<file path="src/sclr_map.svh">
`ifndef SCLR_MAP_SVH
`define SCLR_MAP_SVH
// register indices (reached over the configuration access port)
`define SCLR_IDX_UP          1'b0
`define SCLR_IDX_DN          1'b1
// field layout
`define SCLR_CAP_LSB         0
`define SCLR_CAP_MSB         15
`define SCLR_LIM_LSB         16
`define SCLR_LIM_MSB         31
// limit value that turns tracking off
`define SCLR_LIM_OFF         16'hFFFF
// default buffer depths in ADQs
`define SCLR_UP_CAP_DEF      16'h0040
`define SCLR_DN_CAP_DEF      16'h0040
`define SCLR_ZERO16          16'h0000
`endif

</file>
<file path="src/sclr_pkg.sv">
package sclr_pkg;
	typedef logic [15:0] sclr_adq_t;
	typedef enum logic [1:0] {
		SCLR_KIND_MEMRD,
		SCLR_KIND_IORD,
		SCLR_KIND_CFG,
		SCLR_KIND_WR
	} sclr_kind_t;
endpackage

</file>
<file path="src/sclr_regs.sv">
`include "sclr_map.svh"
module sclr_regs #(
	parameter logic [15:0] UP_CAP  = `SCLR_UP_CAP_DEF,
	parameter logic [15:0] DN_CAP  = `SCLR_DN_CAP_DEF,
	parameter bit          SEP_BUF = 1'b1
) (
	// clock and reset
	input  wire logic              core_clk,
	input  wire logic              rst,
	// configuration access: idx 0 upstream, 1 downstream
	input  wire logic              cfg_wr,
	input  wire logic              cfg_rd,
	input  wire logic              cfg_idx,
	input  wire logic [31:0]       cfg_wdata,
	input  wire logic [3:0]        cfg_be,
	output logic [31:0]            cfg_rdata_ff,
	// delayed-request flag, cleared by writing one
	input  wire logic              dly_clr,
	output logic                   dly_flag_ff,
	// upstream requests and completions
	input  wire logic              up_req_valid,
	input  wire sclr_pkg::sclr_kind_t up_req_kind,
	input  wire sclr_pkg::sclr_adq_t up_req_size,
	input  wire logic              up_cpl_valid,
	input  wire sclr_pkg::sclr_kind_t up_cpl_kind,
	input  wire sclr_pkg::sclr_adq_t up_cpl_size,
	output logic                   up_fwd_ff,
	output logic                   up_held_ff,
	// downstream requests and completions
	input  wire logic              dn_req_valid,
	input  wire sclr_pkg::sclr_kind_t dn_req_kind,
	input  wire sclr_pkg::sclr_adq_t dn_req_size,
	input  wire logic              dn_cpl_valid,
	input  wire sclr_pkg::sclr_kind_t dn_cpl_kind,
	input  wire sclr_pkg::sclr_adq_t dn_cpl_size,
	output logic                   dn_fwd_ff,
	output logic                   dn_held_ff
);
	logic                up_we;
	logic                dn_we;
	sclr_pkg::sclr_adq_t up_lim;
	sclr_pkg::sclr_adq_t dn_lim;
	sclr_pkg::sclr_adq_t up_out;
	sclr_pkg::sclr_adq_t dn_out;
	sclr_pkg::sclr_adq_t up_wd;
	sclr_pkg::sclr_adq_t dn_wd;

	// only the limit half takes writes; capacity bytes are ignored
	assign up_we = cfg_wr && cfg_idx == `SCLR_IDX_UP
		&& (cfg_be[2] || cfg_be[3]);
	assign dn_we = cfg_wr && cfg_idx == `SCLR_IDX_DN
		&& (cfg_be[2] || cfg_be[3]);
	// byte lanes merge over the current limit
	assign up_wd = {cfg_be[3] ? cfg_wdata[31:24] : up_lim[15:8],
		cfg_be[2] ? cfg_wdata[23:16] : up_lim[7:0]};
	assign dn_wd = {cfg_be[3] ? cfg_wdata[31:24] : dn_lim[15:8],
		cfg_be[2] ? cfg_wdata[23:16] : dn_lim[7:0]};

	sclr_dir #(.CAP(UP_CAP), .SEP_BUF(SEP_BUF)) u_up (
		.core_clk (core_clk),
		.rst      (rst),
		.lim_we   (up_we),
		.lim_wdata(up_wd),
		.req_valid(up_req_valid),
		.req_kind (up_req_kind),
		.req_size (up_req_size),
		.cpl_valid(up_cpl_valid),
		.cpl_kind (up_cpl_kind),
		.cpl_size (up_cpl_size),
		.fwd_ff   (up_fwd_ff),
		.held_ff  (up_held_ff),
		.limit_ff (up_lim),
		.outst_ff (up_out)
	);

	sclr_dir #(.CAP(DN_CAP), .SEP_BUF(SEP_BUF)) u_dn (
		.core_clk (core_clk),
		.rst      (rst),
		.lim_we   (dn_we),
		.lim_wdata(dn_wd),
		.req_valid(dn_req_valid),
		.req_kind (dn_req_kind),
		.req_size (dn_req_size),
		.cpl_valid(dn_cpl_valid),
		.cpl_kind (dn_cpl_kind),
		.cpl_size (dn_cpl_size),
		.fwd_ff   (dn_fwd_ff),
		.held_ff  (dn_held_ff),
		.limit_ff (dn_lim),
		.outst_ff (dn_out)
	);

	// read data registered; capacity comes from parameters only
	always_ff @(posedge core_clk or posedge rst) begin
		if (rst) begin
			cfg_rdata_ff <= 32'h0000_0000;
		end else if (cfg_rd) begin
			cfg_rdata_ff <= (cfg_idx == `SCLR_IDX_UP)
				? {up_lim, UP_CAP}
				: {dn_lim, DN_CAP};
		end
	end

	// an upstream hold sets, and a set in the clear cycle wins
	always_ff @(posedge core_clk or posedge rst) begin
		if (rst) begin
			dly_flag_ff <= 1'b0;
		end else if (up_req_valid && !up_fwd_ok()) begin
			dly_flag_ff <= 1'b1;
		end else if (dly_clr) begin
			dly_flag_ff <= 1'b0;
		end
	end

	// mirrors the upstream gate in the same cycle so the flag sets on the same edge as up_held_ff
	function automatic logic up_fwd_ok();
		logic        cnt;
		logic [16:0] w;
		cnt = SEP_BUF ? (up_req_kind == sclr_pkg::SCLR_KIND_MEMRD) : 1'b1;
		w = {1'b0, up_out} + {1'b0, up_req_size};
		return (up_lim == `SCLR_LIM_OFF) || !cnt || (w <= {1'b0, up_lim});
	endfunction

	a_cap_read: assert property (@(posedge core_clk) disable iff (rst)
		cfg_rd |=> cfg_rdata_ff[15:0] == ($past(cfg_idx) ? DN_CAP : UP_CAP))
		else $error("capacity field read wrong");
	a_reset_lim: assert property (@(posedge core_clk)
		$fell(rst) |-> up_lim == UP_CAP && dn_lim == DN_CAP)
		else $error("limit not equal capacity after reset");
	a_flag_sets: assert property (@(posedge core_clk) disable iff (rst)
		up_held_ff |-> dly_flag_ff)
		else $error("delayed flag missed a held request");
	a_flag_sticky: assert property (@(posedge core_clk) disable iff (rst)
		dly_flag_ff && !dly_clr |=> dly_flag_ff)
		else $error("delayed flag dropped without clear");
	c_flag: cover property (@(posedge core_clk) disable iff (rst)
		dly_flag_ff ##1 !dly_flag_ff);
	c_dn_held: cover property (@(posedge core_clk) disable iff (rst)
		dn_held_ff);
	c_lim_wr: cover property (@(posedge core_clk) disable iff (rst)
		up_we ##1 cfg_rd);
endmodule

</file>
<file path="src/sclr_dir.sv">
`include "sclr_map.svh"
// one direction: limit register, outstanding count, forwarding gate
module sclr_dir #(
	parameter logic [15:0] CAP     = `SCLR_UP_CAP_DEF,
	parameter bit          SEP_BUF = 1'b1
) (
	// clock and reset
	input  wire logic              core_clk,
	input  wire logic              rst,
	// limit write
	input  wire logic              lim_we,
	input  wire sclr_pkg::sclr_adq_t lim_wdata,
	// request and completion
	input  wire logic              req_valid,
	input  wire sclr_pkg::sclr_kind_t req_kind,
	input  wire sclr_pkg::sclr_adq_t req_size,
	input  wire logic              cpl_valid,
	input  wire sclr_pkg::sclr_kind_t cpl_kind,
	input  wire sclr_pkg::sclr_adq_t cpl_size,
	// results
	output logic                   fwd_ff,
	output logic                   held_ff,
	output sclr_pkg::sclr_adq_t    limit_ff,
	output sclr_pkg::sclr_adq_t    outst_ff
);
	logic        counted_req;
	logic        counted_cpl;
	logic        track_off;
	logic [16:0] want;
	logic        room;
	sclr_pkg::sclr_adq_t nxt_outst;

	// separate memory buffer counts only memory reads, else all kinds
	assign counted_req = SEP_BUF ? (req_kind == sclr_pkg::SCLR_KIND_MEMRD)
		: 1'b1;
	assign counted_cpl = SEP_BUF ? (cpl_kind == sclr_pkg::SCLR_KIND_MEMRD)
		: 1'b1;
	assign track_off = (limit_ff == `SCLR_LIM_OFF);
	assign want = {1'b0, outst_ff} + {1'b0, req_size};
	assign room = track_off || !counted_req
		|| (want <= {1'b0, limit_ff});

	always_ff @(posedge core_clk or posedge rst) begin
		if (rst) begin
			limit_ff <= CAP;
		end else if (lim_we) begin
			limit_ff <= lim_wdata;
		end
	end

	always_comb begin
		nxt_outst = outst_ff;
		if (!track_off) begin
			// count frozen while off; stale until old work drains
			if (req_valid && room && counted_req)
				nxt_outst = want[15:0];
			if (cpl_valid && counted_cpl)
				nxt_outst = (nxt_outst >= cpl_size)
					? nxt_outst - cpl_size : `SCLR_ZERO16;
		end
	end

	always_ff @(posedge core_clk or posedge rst) begin
		if (rst) begin
			outst_ff <= `SCLR_ZERO16;
		end else begin
			outst_ff <= nxt_outst;
		end
	end

	always_ff @(posedge core_clk or posedge rst) begin
		if (rst) begin
			fwd_ff  <= 1'b0;
			held_ff <= 1'b0;
		end else begin
			fwd_ff  <= req_valid && room;
			held_ff <= req_valid && !room;
		end
	end

	a_over_limit: assert property (@(posedge core_clk) disable iff (rst)
		(req_valid && counted_req && !track_off && want > {1'b0, limit_ff})
		|=> !fwd_ff && held_ff)
		else $error("request over limit was forwarded");
	a_off_frozen: assert property (@(posedge core_clk) disable iff (rst)
		track_off |=> outst_ff == $past(outst_ff))
		else $error("count moved while tracking off");
	a_off_fwd: assert property (@(posedge core_clk) disable iff (rst)
		(req_valid && track_off) |=> fwd_ff)
		else $error("request held while tracking off");
	a_lim_write: assert property (@(posedge core_clk) disable iff (rst)
		lim_we |=> limit_ff == $past(lim_wdata))
		else $error("limit write lost");
	c_held: cover property (@(posedge core_clk) disable iff (rst) held_ff);
	c_fwd: cover property (@(posedge core_clk) disable iff (rst)
		fwd_ff && outst_ff != `SCLR_ZERO16);
endmodule

</file>
<file path="config.mk">
export PLATFORM = sky130hd
export DESIGN_NAME = sclr_regs
export DESIGN_NICKNAME = d
export VERILOG_FILES = /design/src/sclr_pkg.sv /design/src/sclr_regs.sv /design/src/sclr_dir.sv
export VERILOG_INCLUDE_DIRS = /design/src
export SDC_FILE = /design/constraint.sdc
export NUM_CORES = 1
export LEC_CHECK = 0
export ABC_AREA = 1
export BUFFER_PORTS_ARGS = -buffer_cell sky130_fd_sc_hd__buf_2
export CAP_MARGIN = 5
export CORE_MARGIN = 4
export CORE_UTILIZATION = 55
export DETAILED_ROUTE_END_ITERATION = 8
export GPL_TIMING_DRIVEN = 0
export PLACE_DENSITY_LB_ADDON = 0.05
export SLEW_MARGIN = 40
export SYNTH_ARGS = -nofsm -noshare
export SYNTH_HDL_FRONTEND = slang
export SYNTH_SLANG_ARGS = --single-unit
</file>
<file path="constraint.sdc">
create_clock -name core_clk -period 6.6 [get_ports core_clk]
set_clock_uncertainty 0.05 [all_clocks]
set_input_delay 0.66 -clock core_clk [delete_from_list [all_inputs] [get_ports core_clk]]
set_output_delay 0.66 -clock core_clk [all_outputs]
set_load 0.02 [all_outputs]
</file>
==> results.yml <==
outcome:
  status: "completed"
layout:
  final_common_cell: "inv_1"
  final_cells: 1607
  most-common-layout-cells: "223 x inv_1, 189 x nand2_1, 124 x buf_2, 100 x o21ai_0, 96 x ha_1"
  syn_to_final_growth_pct: 14.0
  drive_gt1_share_pct: 17.2
  num_antenna_cells: 0
  nets: 1604
timing:
  period_share_pct: 89.7
  hold_viol_final: 0
  rsz0062_at_grt: "no"
  fin_ws_ns: 0.680
  max_freq_mhz: 169
  finalSetupViolCount: 0
  slew_headroom_pct: 54.2
  tns_ns: 0
  drv_slew: 0
  worst_pin_slew_ns: 0.681
  fin_crit_ns: 5.92
global_routing:
  grt_pass1_vias: 7818
  grt_max_degree: 54
  antenna_found_initial: 0
  overflow: 0
  grt_util_all_layers_pct: 25.2
  grt_pass1_wl_um: 37400
synth:
  ys_warn_count: 0
  synth_area_per_cell_um2: 7.12
  synth_simple_gate_area_share_pct: 27.8
  synth_mux_area_share_pct: 0
  synth_fa_ha_area_share_pct: 14.5
  synth_cell_type_count: 49
  async_flop_share_pct: 100
  yosysSeqAreaShare_pct: 24.4
  synth_enable_flop_cells: 0
  synth_top_family_by_area: "simple AND/OR/NAND/NOR gates"
  syn_inst: 1242
  synthXorXnorAreaFrac_pct: 5.15
  synthFlopType: "dfrtp_1"
  synth_compound_area_share_pct: 15.6
  synth_seq_cells: 86
  syn-cell-area_um2: 8840
die:
  core_um2: 15800
  fp.dieW_um: 135
  start_util_pct: 55.9
  rows: 46
  dieHeight_um: 135
  num_io_pins: 155
  dieArea_um2: 18200
cts:
  path_clk_slew_ns: 0.08
  ctsHoldBuffers: 0
  cts_buffer_depth: 2
  cts_resized: 0
  cts.sinks: 86
  root_buffer: "clkbuf_16"
  post_cts_buffers: 0
  numCtsBuffers: 9
  htreeDepth: 3
  clock_latency_ns: 0.36
  cts_tree: "yes"
power_and_ir_drop:
  ir_drop_uv: 294
  p_per_area_nw_per_um2: 440
  p_leak_nw: 5.45
critical_path:
  critPathMaxFanout: 10
  critPathCapture: "u_up.outst_ff[15]"
  timing.reg2reg.setup_slack_ns: 0.69
  cp.required_ns: 6.81
  reg2reg_depth: 31
  max_stage_delay_ns: 0.42
  criticalPathCategory: "primary input to register"
  crit_path_top_delay_cell: "fa_1"
  start_kind: "primary input"
  cp.arrival_ns: 6.13
  critPathLaunch: "up_req_size[0]"
  worstSetupEndpointType: "register"
  r2r-end: "u_up.outst_ff[15]"
  r2r-start: "u_up.outst_ff[0]"
  crit_top_cell: "nand2_1"
route:
  drt-pass1-iter-count: 5
  drt_wl_total_um: 22900
  antenna_left: 0
  drtIter0Drc: 503
  viasPerCell: 5.17
  vias: 8313
  wire_per_inst_um: 14.2
  drc: 0
placed_design:
  gp_congestion: 0.915
  dp.cells: 1591
  place_ws_ns: 0.337
  dp.final_hpwl_um: 18800
  port-buffer-count: 118
run:
  maxCapViolations: 0
worst_hold_path:
  min_path_type: "primary input to asynchronous set/reset pin"
[through the flow]
stage / cell area [um^2] / power (mW) / hold WS [ns] / utilization, %
6_report: 10100 / 4.44 / 0.221 / 63.7
5_1_grt: 10100 / 4.92 / 0.248 / 63.7
4_1_cts: 10100 / 4.43 / 0.221 / 63.7
3_5_place_dp: 9790 / 3.89 / 0.408 / 61.8
3_3_place_gp: 9750 / 3.83 / 0.398 / 61.6
2_1_floorplan: 8890 / 3.23 / 0.433 / -
[state kept, by name, indices dropped and copies added (netlist names)]
signal	count
cfg_rdata_ff	17
u_dn.limit_ff	16
u_dn.outst_ff	16
u_up.limit_ff	16
u_up.outst_ff	16
dly_flag_ff	1
u_dn.fwd_ff	1
u_dn.held_ff	1
u_up.fwd_ff	1
u_up.held_ff	1
[power by group]
part	internal [mW]	switching (mW)	total, mW	leakage [nW]
sequential	0.686	0.156	0.842	1.06
clock	0.266	0.257	0.523	0.142
combinational	1.23	1.84	3.07	4.25
total	2.18	2.25	4.44	5.45
[logic make-up after synthesis]
| logic type | Yosys count |
|---|---|
| adders and majority gates | 100 |
| AOI/OAI and AO/OA | 248 |
| xor gates and xnor gates | 52 |
| buffers and inverters | 271 |
| DFF | 86 |
| and+or+nand+nor | 484 |
| other | 1 |
[cell usage after synthesis (6+ instances only)]
cell type / number / area, um^2
dfrtp_1: 84 / 2100
buf_4: 15 / 113
nand2_2: 16 / 100
a31oi_1: 8 / 50.1
nand2_1: 189 / 709
o21bai_1: 9 / 67.6
clkbuf_1: 17 / 63.8
xnor2_1: 15 / 131
nor2_1: 80 / 300
a21oi_1: 94 / 470
nor4_1: 7 / 43.8
ha_1: 96 / 1200
nand3_2: 13 / 130
buf_2: 6 / 30.0
nand4_1: 57 / 357
inv_1: 224 / 841
nor3_1: 13 / 65.1
nand3_1: 50 / 250
xor2_1: 37 / 324
o21ai_0: 100 / 500
and2_1: 29 / 181
a21oi_2: 14 / 123
nand2_4: 10 / 113
[layout make-up]
type / instances / area [um^2]
Fill cell: 1489 / 5750
Multi-Input combinational cell: 899 / 5630
Sequential cell: 86 / 2150
Inverter: 230 / 868
Timing Repair Buffer: 119 / 618
Tap cell: 216 / 270
Buffer: 41 / 243
Clock buffer: 9 / 225
Clock inverter: 7 / 63.8
[per-layer routing]
layer / part of all wire [%] / vias to the layer above / track usage (%)
met1: 50 / 3719 / 36.8
met2: 43 / 196 / 39.5
met5: 0 / - / 0
met4: 1.9 / 0 / 6.67
met3: 5.1 / 32 / 3.50
li1: - / 4366 / -
[worst max-delay path, delay by kind of cell]
family	cells	cell delay (ns)
AO/OA/AOI/OAI	8	1.26
adder cells (fa/ha/maj)	4	1.30
XOR/XNOR	1	0.23
AND/OR/NAND/NOR	15	1.84
buffers and inverters	4	0.82
[how the worst min path moves through the flow]
stage / cells past startpoint / start / to
after global placement: 1 / cfg_rdata_ff[6] / cfg_rdata_ff[6]
after floorplan: 2 / u_up.limit_ff[6] / u_up.limit_ff[6]
after global routing: 2 / rst / u_up.outst_ff[11]
after detailed placement: 1 / cfg_rdata_ff[6] / cfg_rdata_ff[6]
after CTS: 2 / rst / u_up.outst_ff[11]
final: 2 / rst / u_up.outst_ff[11]
Power figures use the tool's default switching activity.
